===== src/include/dsl_pkg.sv =====
// ****************************************************************
// Constants and carriers of the decoder status pin logic.
// ****************************************************************
package dsl_pkg;

    // ************************************************************
    // Register map, byte addresses on the APB bus.
    // ************************************************************
    localparam logic [11:0] PIN_STATUS_ADDR = 12'h0_0c8;
    localparam logic [11:0] CONTROL_ADDR = 12'h0_0cc;
    localparam logic [11:0] FLAG_STATUS_ADDR = 12'h0_0d0;
    localparam int PIN_STATUS_WIDTH = 20;

    // Control register fields and reset value.
    localparam int CTRL_THRESH_LSB = 0;
    localparam int CTRL_THRESH_W = 8;
    localparam int CTRL_SWAP_BIT = 8;
    localparam logic [31:0] CONTROL_RESET = 32'h0000_0080;

    // Flag status register bit positions.
    localparam int FLAG_HDR_READY = 0;
    localparam int FLAG_AUDIO_LOCK = 1;
    localparam int FLAG_BC_LOCK = 2;
    localparam int FLAG_FAULT = 3;
    localparam int FLAG_CLOCK_OK = 4;
    localparam int FLAG_SUPPLY_OK = 5;
    localparam int FLAG_ALT_SEL = 6;
    localparam int FLAG_TOGGLE = 7;

    // Positions of the parallel pins inside the pin status word.
    localparam int PIN_JACK = 3;

    // Events and levels reported by the decoder core.
    typedef struct packed {
        logic bcFrameOk;
        logic schDecoded;
        logic bcDecoding;
        logic decodeErr;
        logic noInput;
        logic mpegHeaderOk;
        logic clockValid;
        logic synthLocked;
        logic sampleRight;
        logic serialOutClk;
        logic serialOutData;
    } dsl_core_s;

    // Host read commands recognised by the control interface.
    typedef struct packed {
        logic schRead;
        logic ancRead;
    } dsl_cmd_s;

    // Input pins that arrive from outside the clock domain.
    typedef struct packed {
        logic altInputSelect;
        logic jackSense;
        logic primaryClk;
        logic primaryFrame;
        logic primaryData;
        logic altClk;
        logic altFrame;
        logic altData;
        logic dspEnable;
        logic converterEnable;
        logic [3:0] reserved;
    } dsl_pin_s;

    // Selected broadcast input lines.
    typedef struct packed {
        logic clk;
        logic frame;
        logic data;
    } dsl_serial_s;

endpackage


===== src/verilog/dsl_status_pins.sv =====
// Functional notes
// - Frame toggle output inverts on every correctly decoded broadcast frame.
// - Low input select pin takes bitstream from alternative lines, ignores primary.
// - Header ready is 0 after reset and set on each decoded header.
// - Only a host header read clears header ready.
// - Broadcast sync output is high while the bitstream decodes correctly.
// - Decode fault is high on decoding errors or missing input stream.
// - Audio sync is low after reset, set on valid Layer 3 header.
// - Audio sync clears when the host reads ancillary data.
// - Parallel pin levels are readable in the status word at c8.
// - Jack sense level appears in bit 3 of the status word.
// - With DSP disabled, ready output shows a valid reference clock.
// - With DSP enabled, ready output stays 0 until synthesizer locks.
// - Channel select is low for left samples, high for right by default.
// - Audio clock output follows the locked synthesizer clock.
// - Reset clears all digital logic except the control register, which loads 0x80.
// - Supply good output is high above a software set threshold.
// - Alternative data line feeds broadcast data when alternatives are selected.
// - Converter runs while the converter enable input is asserted.
// - Header read command clears header ready before the first data word.
`timescale 1ns/1ps
module dsl_status_pins
(
    input wire logic clock,
    input wire logic rst,
    input wire logic psel,
    input wire logic penable,
    input wire logic pwrite,
    input wire logic [11:0] paddr,
    input wire logic [31:0] pwdata,
    output logic [31:0] prdata,
    output logic pready,
    output logic pslverr,
    input wire dsl_pkg::dsl_core_s coreIn,
    input wire dsl_pkg::dsl_cmd_s hostCmd,
    input wire dsl_pkg::dsl_pin_s pinIn,
    input wire logic [7:0] supplyLevel,
    input wire logic synthClock,
    output logic frameToggleOut,
    output logic headerReadyOut,
    output logic broadcastLockedOut,
    output logic decodeFaultOut,
    output logic audioHeaderLockedOut,
    output logic clockOkOut,
    output logic supplyGoodOut,
    output logic outChannelSelect,
    output logic audioClockOut,
    output logic converterRun,
    output dsl_pkg::dsl_serial_s bcSerial
);

    // ************************************************************
    // Pin synchronisers.
    // ************************************************************
    dsl_pkg::dsl_pin_s pinMeta_r;
    dsl_pkg::dsl_pin_s pinSync_r;

    // Two flip-flops before any logic looks at a pin.
    always_ff @(posedge clock or posedge rst)
    begin
        if (rst)
        begin
            pinMeta_r <= '0;
            pinSync_r <= '0;
        end
        else
        begin
            pinMeta_r <= pinIn;
            pinSync_r <= pinMeta_r;
        end
    end

    // ************************************************************
    // Register bus decode.
    // ************************************************************
    logic [31:0] control_r;
    logic [31:0] prdata_r;
    logic [31:0] readMux;
    logic [31:0] flagWord;
    logic [31:0] pinWord;
    logic hitPins;
    logic hitCtrl;
    logic hitFlags;
    logic mapped;
    logic setupRead;
    logic ctrlWrite;

    // Address decode and qualified strobes.
    assign hitPins = (paddr == dsl_pkg::PIN_STATUS_ADDR);
    assign hitCtrl = (paddr == dsl_pkg::CONTROL_ADDR);
    assign hitFlags = (paddr == dsl_pkg::FLAG_STATUS_ADDR);
    assign mapped = hitPins | hitCtrl | hitFlags;
    assign setupRead = psel & ~penable & ~pwrite;
    assign ctrlWrite = psel & penable & pwrite & hitCtrl;
    assign pready = 1'b1;
    assign pslverr = psel & penable & ~mapped;
    assign prdata = prdata_r;

    // Read data selection; unmapped addresses read zero.
    assign readMux = hitPins ? pinWord :
                     hitCtrl ? control_r :
                     hitFlags ? flagWord : 32'h0000_0000;

    // Read data is captured in the setup cycle and held through access.
    always_ff @(posedge clock or posedge rst)
    begin
        if (rst)
        begin
            prdata_r <= 32'h0000_0000;
        end
        else if (setupRead)
        begin
            prdata_r <= readMux;
        end
    end

    // Control register write.
    always_ff @(posedge clock or posedge rst)
    begin
        if (rst)
        begin
            control_r <= dsl_pkg::CONTROL_RESET;
        end
        else if (ctrlWrite)
        begin
            control_r <= {23'h00_0000, pwdata[8:0]};
        end
    end

    // ************************************************************
    // Broadcast and audio status flags.
    // ************************************************************
    logic toggle_r;
    logic toggle_nxt;
    logic hdrReady_r;
    logic hdrReady_nxt;
    logic audioLock_r;
    logic audioLock_nxt;
    logic bcLock_r;
    logic fault_r;

    assign toggle_nxt = toggle_r ^ coreIn.bcFrameOk;
    // header ready set; host read clears, set wins
    // clear on read command before data
    assign hdrReady_nxt = coreIn.schDecoded | (hdrReady_r & ~hostCmd.schRead);
    // audio sync set; ancillary read clears
    assign audioLock_nxt = coreIn.mpegHeaderOk | (audioLock_r & ~hostCmd.ancRead);

    always_ff @(posedge clock or posedge rst)
    begin
        if (rst)
        begin
            toggle_r <= 1'b0;
            hdrReady_r <= 1'b0;
            audioLock_r <= 1'b0;
            bcLock_r <= 1'b0;
            fault_r <= 1'b0;
        end
        else
        begin
            toggle_r <= toggle_nxt;
            hdrReady_r <= hdrReady_nxt;
            audioLock_r <= audioLock_nxt;
            bcLock_r <= coreIn.bcDecoding;
            // fault on error or no input
            fault_r <= coreIn.decodeErr | coreIn.noInput;
        end
    end

    assign frameToggleOut = toggle_r;
    assign headerReadyOut = hdrReady_r;
    assign audioHeaderLockedOut = audioLock_r;
    assign broadcastLockedOut = bcLock_r;
    assign decodeFaultOut = fault_r;

    // ************************************************************
    // Clock, supply and converter status.
    // ************************************************************
    logic clockOk_r;
    logic supplyOk_r;
    logic convRun_r;
    logic chanSel_r;
    logic clockOkNxt;
    logic supplyOkNxt;
    logic [7:0] threshold;

    assign clockOkNxt = pinSync_r.dspEnable ? coreIn.synthLocked : coreIn.clockValid;
    assign threshold = control_r[dsl_pkg::CTRL_THRESH_LSB +: dsl_pkg::CTRL_THRESH_W];
    assign supplyOkNxt = (supplyLevel > threshold);

    // Status outputs come from flip-flops.
    always_ff @(posedge clock or posedge rst)
    begin
        if (rst)
        begin
            clockOk_r <= 1'b0;
            supplyOk_r <= 1'b0;
            convRun_r <= 1'b0;
            chanSel_r <= 1'b0;
        end
        else
        begin
            clockOk_r <= clockOkNxt;
            supplyOk_r <= supplyOkNxt;
            convRun_r <= pinSync_r.converterEnable;
            // low left, high right unless swapped
            chanSel_r <= coreIn.sampleRight ^ control_r[dsl_pkg::CTRL_SWAP_BIT];
        end
    end

    assign clockOkOut = clockOk_r;
    assign supplyGoodOut = supplyOk_r;
    assign converterRun = convRun_r;
    assign outChannelSelect = chanSel_r;
    // audio clock passes only while the synthesizer is locked
    assign audioClockOut = synthClock & clockOk_r & pinSync_r.dspEnable;

    // ************************************************************
    // Broadcast input selection.
    // ************************************************************
    dsl_pkg::dsl_serial_s serial_r;
    dsl_pkg::dsl_serial_s serialNxt;

    // low select takes alternatives; alternative data line
    assign serialNxt = pinSync_r.altInputSelect ?
        {pinSync_r.primaryClk, pinSync_r.primaryFrame, pinSync_r.primaryData} :
        {pinSync_r.altClk, pinSync_r.altFrame, pinSync_r.altData};

    // Selected lines registered before leaving the block.
    always_ff @(posedge clock or posedge rst)
    begin
        if (rst)
        begin
            serial_r <= '0;
        end
        else
        begin
            serial_r <= serialNxt;
        end
    end

    assign bcSerial = serial_r;

    // ************************************************************
    // Status words.
    // ************************************************************
    // pin levels readable, mixed with status flags; bit order differs from dsl_pin_s
    // jack sense lands in bit 3
    assign pinWord = {12'h000,
                      toggle_r, pinSync_r.altInputSelect, pinSync_r.reserved[3],
                      pinSync_r.altClk, pinSync_r.altFrame, pinSync_r.altData,
                      hdrReady_r, bcLock_r, coreIn.serialOutData, chanSel_r,
                      coreIn.serialOutClk, fault_r,
                      pinSync_r.primaryData, pinSync_r.primaryFrame, pinSync_r.primaryClk,
                      audioLock_r, pinSync_r.jackSense, pinSync_r.reserved[2:0]};

    // Flag word collects the block's own state.
    assign flagWord = {24'h00_0000, toggle_r, pinSync_r.altInputSelect, supplyOk_r,
                       clockOk_r, fault_r, bcLock_r, audioLock_r, hdrReady_r};
endmodule // dsl_status_pins


===== config.mk =====
export PLATFORM = sky130hd
export DESIGN_NAME = dsl_status_pins
export DESIGN_NICKNAME = d
export VERILOG_FILES = /design/src/include/dsl_pkg.sv /design/src/verilog/dsl_status_pins.sv
export SDC_FILE = /design/constraint.sdc
export NUM_CORES = 1
export LEC_CHECK = 0
export BUFFER_PORTS_ARGS = -buffer_cell sky130_fd_sc_hd__clkbuf_2
export CORE_MARGIN = 5
export CORE_UTILIZATION = 41
export CTS_CLUSTER_DIAMETER = 80
export DETAILED_ROUTE_END_ITERATION = 10
export GPL_ROUTABILITY_DRIVEN = 0
export PLACE_DENSITY = 0.8
export SYNTH_ARGS = -nofsm -noshare
export SYNTH_HDL_FRONTEND = slang
export SYNTH_SLANG_ARGS = --single-unit
export TNS_END_PERCENT = 1

===== constraint.sdc =====
create_clock -name clock -period 1.8 [get_ports clock]
set_input_delay 0 -clock clock [delete_from_list [all_inputs] [get_ports clock]]
set_output_delay 0 -clock clock [all_outputs]
set_load 0.1 [all_outputs]

==> metrics.md, run 1 <==
| Metric | Value |
|---|---|
| Status | `finished, final reports clean` |
| Setup WS pre-CTS | `0.262 ns` |
| Int Pwr | `2.37 mW` |
| Fin util | `59.4%` |
| Sum Neg Setup Slack | `0 ns` |
| CP max FO | `3` |
| Average routed wire per standard cell | `15.4 um` |
| Final #Nets | `448` |
| Required @ worst endpoint | `2.05 ns` |
| EDFF count, synth | `0` |
| Post-CTS sizing | `0` |
| Hold/Removal Path Class | `primary input to flip-flop` |
| Clock buffer depth | `2` |
| CTS buffer count | `9` |
| Antenna diodes | `0` |
| Worst R2R Path Depth | `6` |
| Via-to-Cell Ratio | `4.99` |
| Overflow after GRT | `0` |
| CP max stage delay | `0.52 ns` |
| Number of fillers in the final layout | `525` |
| Worst-path clk slew | `0.07 ns` |
| Sequential fraction of the synthesis area | `63.3%` |
| Crit path cell chain | `inv_1 > ha_1 > nand3_1 > nor2_1 > a32o_1 > a21oi_1` |
| Mapped Area | `2730 um^2` |
| Global-route wire length before repair | `11300 um` |
| Final worst-path cycle share | `82.3%` |
| Skew final | `0.00893 ns` |
| All-Layer GR Usage | `17.3%` |
| Final HPWL DP | `4670 um` |
| Clk sinks | `69` |
| Syn Area/Cell | `12.8 um^2` |
| Worst-Skew Late Latency | `0.33 ns` |
| Post-synthesis cell type count | `40` |
| Fin crit period | `1.48 ns` |
| Port buffer count | `95` |
| Layout cells sized above 1 | `37.0%` |
| RSZ-0062 raised after global routing | `no` |
| WL final | `6720 um` |
| Slew Viols, Final | `0` |
| Final setup violating endpoints | `0` |
| Post-CTS Setup Bufs | `0` |
| Comb pwr share | `24.2%` |
| Ys async rst share | `100%` |
| Slew HR | `62.6%` |
| # Max-Cap Violations | `0` |
| Post-route ant nets | `0` |
| Length of the first detailed-routing pass in iterations | `4` |
| Maximum vdd drop | `0.613 mV` |
| Critical Path Sink Type | `flip-flop` |
| # IOs | `132` |
| Die Span Y | `91.6 um` |
| Fmax | `675 MHz` |
| Ys flop type | `dfrtp_1` |
| Hold Vio Cnt, Final | `0` |
| Worst Setup SP | `control_r[7]` |
| Final worst slack | `0.319 ns` |
| Mapped Cells | `214` |
| Static Leak | `1.96 nW` |
| Drt drc | `0` |
| Hold Startpoint | `supplyLevel[4]` |
| Initial DRC Count | `81` |
| Clk network pwr share | `29.7%` |
| Layout area overhead | `39.8%` |
| CP max-delay cell | `dfstp_2` |
| Worst slew pin tran | `0.563 ns` |
| Reg power frac | `46.1%` |
| H-tree depth | `3` |
| CTS tree | `yes` |
| Worst R2R Start | `control_r[7]` |
| Sw power | `1.30 mW` |
| WP data arrival | `1.74 ns` |
| YS warnings | `0` |
| Row cnt | `29` |
| Sw Share | `35.5%` |
| Die Wd | `91.6 um` |
| Via count | `2174` |
| Core footprint | `6420 um^2` |
| Placed cell area | `3270 um^2` |
| Initial core utilization | `42.5%` |
| CP startpoint kind | `flip-flop` |
| Root Buffer | `clkbuf_8` |
| Post-layout instance area | `3820 um^2` |
| Hold Crit Depth | `4` |
| Yosys reg bits | `69` |
| PD cells | `961 nW/um^2` |
| Die area | `8390 um^2` |
| Largest net degree at the start of global routing | `27` |
| Setup Crit Path Kind | `flip-flop to flip-flop` |
| Number of global-route vias before repair | `2344` |
| Initial antenna violation count | `0` |
| Total Power | `3.67 mW` |
registers in the layout, indices dropped and copies added, names as in the netlist:
register / flops
supplyGoodOut: 1
prdata: 20
frameToggleOut: 1
clockOkOut: 1
broadcastLockedOut: 1
bcSerial: 3
headerReadyOut: 1
control_r: 9
decodeFaultOut: 1
converterRun: 1
pinMeta_r: 14
pinSync_r: 13
audioHeaderLockedOut: 1
flagWord: 1
outChannelSelect: 1
per-stage QoR:
step | hold WS (ns) | instances
6_report | 0.107 | 436
5_1_grt | 0.106 | 436
4_1_cts | 0.0885 | 436
3_5_place_dp | 0.0568 | 384
3_3_place_gp | 0.0548 | 384
2_1_floorplan | 0.0314 | 225
cell usage after synthesis (2+ instances only):
library cell / instances / area share, %
nand4_1: 2 / 0.46
nand3_1: 2 / 0.37
a22o_1: 12 / 3.8
buf_4: 13 / 3.6
a21oi_1: 4 / 0.73
buf_1: 2 / 0.27
a221oi_1: 7 / 2.2
mux2_2: 6 / 2.5
clkbuf_1: 3 / 0.41
dfrtp_1: 68 / 62
inv_1: 13 / 1.8
nor2_1: 10 / 1.4
o21ai_0: 8 / 1.5
buf_6: 2 / 0.82
nand2_1: 16 / 2.2
o22ai_1: 8 / 1.8
xor2_1: 2 / 0.64
conb_1: 2 / 0.27
nor4b_1: 2 / 0.64
ha_1: 8 / 3.7
nor4_1: 2 / 0.46
a21o_1: 4 / 1.1
layout by cell type, fill, tap and decap left out, drive strengths merged, types with 2 or more instances in the layout:
cell         count
buf              7
a22o            12
clkinv           3
a21oi            4
nand2           16
nand4            2
conb            13
mux2             6
a21o             4
a221oi           7
nor2            10
inv             13
clkbuf         105
nor4b            2
xor2             2
dlygate4sd3     37
and2             2
dfrtp           68
o21ai            8
nor4             3
nand3            2
clkinvlp         2
ha               8
o22ai            8
final timing paths:
| check | endpoint | slack [ns] |
|---|---|---|
| worst max-delay path | supplyGoodOut | 0.32 |
| worst min-delay path | supplyGoodOut | 0.11 |
| worst max register to register | supplyGoodOut | 0.32 |
| worst min register to register | pinSync_r[10] | 0.35 |
| max in group asynchronous | bcSerial[2] | 0.91 |
| min in group asynchronous | pinMeta_r[4] | 0.24 |
worst max-delay path, delay by kind of cell (launching register included):
| kind | cells | cell delay, ns |
|---|---|---|
| and+or+nand+nor | 2 | 0.17 |
| adders and majority gates | 1 | 0.30 |
| buffers and inverters | 1 | 0.06 |
| DFF | 1 | 0.52 |
| AOI/OAI and AO/OA | 2 | 0.36 |
metal layers:
metal	vias to the layer above	part of all wire [%]	global-route usage, %
met5	-	0	0
met4	0	1.4	5.65
met3	11	7.3	5.81
met2	82	51	29.6
met1	1070	41	20.4
li1	1011	-	-
area by class of cell:
type / count / area, um^2 / area share [%]
sequential: 69 / 1730 / 45.3
timing repair buffer: 139 / 911 / 23.9
multi-input combinational: 123 / 858 / 22.5
clock buffer: 10 / 138 / 3.61
tap: 77 / 96.3 / 2.52
inverter: 13 / 48.8 / 1.28
clock inverter: 5 / 37.5 / 0.983
logic make-up after synthesis:
logic type	after synthesis	synth area share [%]
AOI/OAI and AO/OA	47	12.5
xor gates and xnor gates	2	0.641
adders and majority gates	8	3.66
buffers and inverters	33	6.87
DFF	69	63.3
muxes	7	2.84
other	2	0.275
and+or+nand+nor	46	9.94
power by group through the flow:
stage	clock network (mW)	logic, mW	registers [mW]
2_1_floorplan	0	0.269	2.11
3_3_place_gp	0	0.817	1.72
3_5_place_dp	0	0.824	1.72
4_1_cts	1.13	0.889	1.69
5_1_grt	1.20	0.932	1.70
6_report	1.09	0.889	1.69
what timing repair did:
action	CTS	global route
hold buffers	37	0
hold endpoints to repair	52	0
setup endpoints to repair	0	0
(Power assumes the default switching activity.)
==> run 2, diff against run 1 <==
--- a/config.mk
+++ b/config.mk
@@ -7,11 +7,11 @@
 export LEC_CHECK = 0
 export BUFFER_PORTS_ARGS = -buffer_cell sky130_fd_sc_hd__clkbuf_2
 export CORE_MARGIN = 5
-export CORE_UTILIZATION = 41
+export CORE_UTILIZATION = 46
 export CTS_CLUSTER_DIAMETER = 80
 export DETAILED_ROUTE_END_ITERATION = 10
 export GPL_ROUTABILITY_DRIVEN = 0
-export PLACE_DENSITY = 0.8
+export PLACE_DENSITY = 0.85
 export SYNTH_ARGS = -nofsm -noshare
 export SYNTH_HDL_FRONTEND = slang
 export SYNTH_SLANG_ARGS = --single-unit
==> constraint.sdc (replaced) <==
create_clock -name clock -period 1.5 [get_ports clock]
set_input_delay 0 -clock clock [delete_from_list [all_inputs] [get_ports clock]]
set_output_delay 0 -clock clock [all_outputs]
set_load 0.1 [all_outputs]
==> run 2 against run 1 <==
Net effect: first-iteration DRC count rose by 9.9%; setup slack got worse by 0.22 ns; cell count fell by 0.23%; critical endpoint unchanged; design area rose by 3.1%; largest cell class unchanged; highest routed layer unchanged; global-route usage rose by 1.4 points; die area fell by 9.7%; wire length rose by 1.9%; critical path type unchanged; via count rose by 0.32%; utilization rose by 7.9 points; clock skew fell by 0.0028 ns.
==> metrics.md, run 2 (same netlist as run 1, synthesis figures left out) <==
| Metric | Value |
|---|---|
| Multi-input logic area | `880 um^2 (was 858 um^2)` |
| CP max FO | `3 (unchanged)` |
| Required @ worst endpoint | `1.71 ns (was 2.05 ns)` |
| Static Leak | `2.00 nW (was 1.96 nW)` |
| Row cnt | `28 (was 29)` |
| Comb pwr share | `22.0% (was 24.2%)` |
| Hold/Removal Path Class | `primary input to flip-flop (unchanged)` |
| Hold Vio Cnt, Final | `0 (unchanged)` |
| Final HPWL DP | `4790 um (was 4670 um)` |
| # IOs | `132 (unchanged)` |
| Drt drc | `0 (unchanged)` |
| Final #Nets | `448 (unchanged)` |
| Maximum vdd drop | `0.943 mV (was 0.613 mV)` |
| All-Layer GR Usage | `18.6% (was 17.3%)` |
| Status | `finished, final reports clean (unchanged)` |
| Critical Path Sink Type | `flip-flop (unchanged)` |
| Root Buffer | `clkbuf_8 (unchanged)` |
| Overflow after GRT | `0 (unchanged)` |
| Fmax | `714 MHz (was 675 MHz)` |
| PD cells | `1250 nW/um^2 (was 961 nW/um^2)` |
| Initial DRC Count | `89 (was 81)` |
| Layout area overhead | `44.2% (was 39.8%)` |
| RSZ-0062 raised after global routing | `no (unchanged)` |
| H-tree depth | `3 (unchanged)` |
| Setup Crit Path Kind | `flip-flop to flip-flop (unchanged)` |
| Final worst-path cycle share | `93.4% (was 82.3%)` |
| Largest net degree at the start of global routing | `43 (was 27)` |
| Worst-Skew Late Latency | `0.33 ns (about the same)` |
| Final setup violating endpoints | `0 (unchanged)` |
| Antenna diodes | `0 (unchanged)` |
| Via count | `2181 (was 2174)` |
| # Max-Cap Violations | `0 (unchanged)` |
| Via-to-Cell Ratio | `5.01 (was 4.99)` |
| Fin crit period | `1.40 ns (was 1.48 ns)` |
| Number of global-route vias before repair | `2321 (was 2344)` |
| Die Wd | `87.1 um (was 91.6 um)` |
| Post-CTS Setup Bufs | `0 (unchanged)` |
| Sw Share | `32.6% (was 35.5%)` |
| FF+latch area | `1730 um^2 (unchanged)` |
| Total Power | `4.93 mW (was 3.67 mW)` |
| Die Span Y | `87.1 um (was 91.6 um)` |
| Die area | `7580 um^2 (was 8390 um^2)` |
| Initial antenna violation count | `0 (unchanged)` |
| Worst slew pin tran | `0.559 ns (was 0.563 ns)` |
| Layout cells sized above 1 | `38.1% (was 37.0%)` |
| Post-Layout Cell Count | `435 (was 436)` |
| Slew Viols, Final | `0 (unchanged)` |
| Slew HR | `62.9% (was 62.6%)` |
| Port buffer count | `95 (unchanged)` |
| Global-route wire length before repair | `10700 um (was 11300 um)` |
| Worst-path clk slew | `0.08 ns (was 0.07 ns)` |
| Clk sinks | `69 (unchanged)` |
| Commonest non-fill, non-tap cell in the layout | `clkbuf_2 (unchanged)` |
| Number of fillers in the final layout | `439 (was 525)` |
| Clk network pwr share | `36.8% (was 29.7%)` |
| WP data arrival | `1.61 ns (was 1.74 ns)` |
| CP startpoint kind | `flip-flop (unchanged)` |
| Core footprint | `5850 um^2 (was 6420 um^2)` |
| Int Pwr | `3.32 mW (was 2.37 mW)` |
| Reg power frac | `41.2% (was 46.1%)` |
| Max FFs per register | `20 (unchanged)` |
| Skew final | `0.00616 ns (was 0.00893 ns)` |
| Length of the first detailed-routing pass in iterations | `4 (unchanged)` |
| CTS tree | `yes (unchanged)` |
| Fin util | `67.3% (was 59.4%)` |
| WL final | `6850 um (was 6720 um)` |
| Most frequent cells in the layout | `clkbuf_2, dfrtp_1, dlygate4sd3_1 (unchanged)` |
| Placed cell count | `382 (was 384)` |
| Initial core utilization | `46.7% (was 42.5%)` |
| CTS buffer count | `9 (unchanged)` |
| Sw power | `1.61 mW (was 1.30 mW)` |
| Clock buffer depth | `2 (unchanged)` |
| Post-route ant nets | `0 (unchanged)` |
| Average routed wire per standard cell | `15.7 um (was 15.4 um)` |
| Hold slack final | `0.104 ns (was 0.107 ns)` |
==> run 2: through the flow <==
stage / instance area, um^2 / setup TNS (ns) / setup WS, ns
after floorplan: 2780 / -0.0900 / -0.0900
after global placement: 3300 / 0 / 0.00980
after detailed placement: 3300 / -0.0765 / -0.0336
after CTS: 3920 / 0 / 0.0370
after global routing: 3940 / 0 / 0.00959
final: 3940 / 0 / 0.0990
==> run 2: final timing paths <==
kind / from / end / slack [ns] / cells after the start
setup / recovery: control_r[7] / supplyGoodOut / 0.1 / 6
hold / removal: supplyLevel[4] / supplyGoodOut / 0.10 / 4
setup reg to reg: control_r[7] / supplyGoodOut / 0.1 / 6
hold reg to reg: pinMeta_r[4] / pinSync_r[4] / 0.35 / 0
max in group asynchronous: rst / control_r[7] / 0.93 / 4
min in group asynchronous: rst / converterRun / 0.28 / 4
==> run 2: power groups by stage <==
stage	logic, mW	registers, mW	clock network, mW
floorplan	0.323	2.53	0
global placement	0.991	2.06	0
detailed placement	1.00	2.07	0
CTS	1.08	2.03	1.86
global route	1.13	2.04	1.93
finish	1.09	2.03	1.82
==> run 2: layout make-up <==
| class | count | share of cell area (%) |
|---|---|---|
| Sequential cell | 69 | 43.9 |
| Clock inverter | 7 | 3.08 |
| Timing Repair Buffer | 139 | 23.8 |
| Tap cell | 75 | 2.38 |
| Inverter | 13 | 1.33 |
| Clock buffer | 9 | 3.15 |
| Multi-Input combinational cell | 123 | 22.3 |
==> run 2: routing by layer <==
metal | vias up | track usage, % | wire length [um]
met2 | 105 | 30.8 | 3430
met3 | 16 | 4.92 | 612
li1 | 1018 | - | -
met1 | 1042 | 22.5 | 2630
met5 | - | 0 | 0
met4 | 0 | 9.35 | 180
==> run 2: worst max-delay path: stages, from the launching register on <==
cell	delay, ns
dfstp_2	0.52
inv_1	0.08
ha_4	0.29
nand3_2	0.09
nor2_1	0.09
a32o_1	0.17
a21oi_1	0.04
==> run 2: repair_timing <==
| action | in CTS | in global routing |
|---|---|---|
| endpoints found under the hold margin | 101 | 0 |
| hold buffers | 37 | 0 |
| setup endpoints to repair | 0 | 1 |
| gates resized for setup | 0 | 3 |
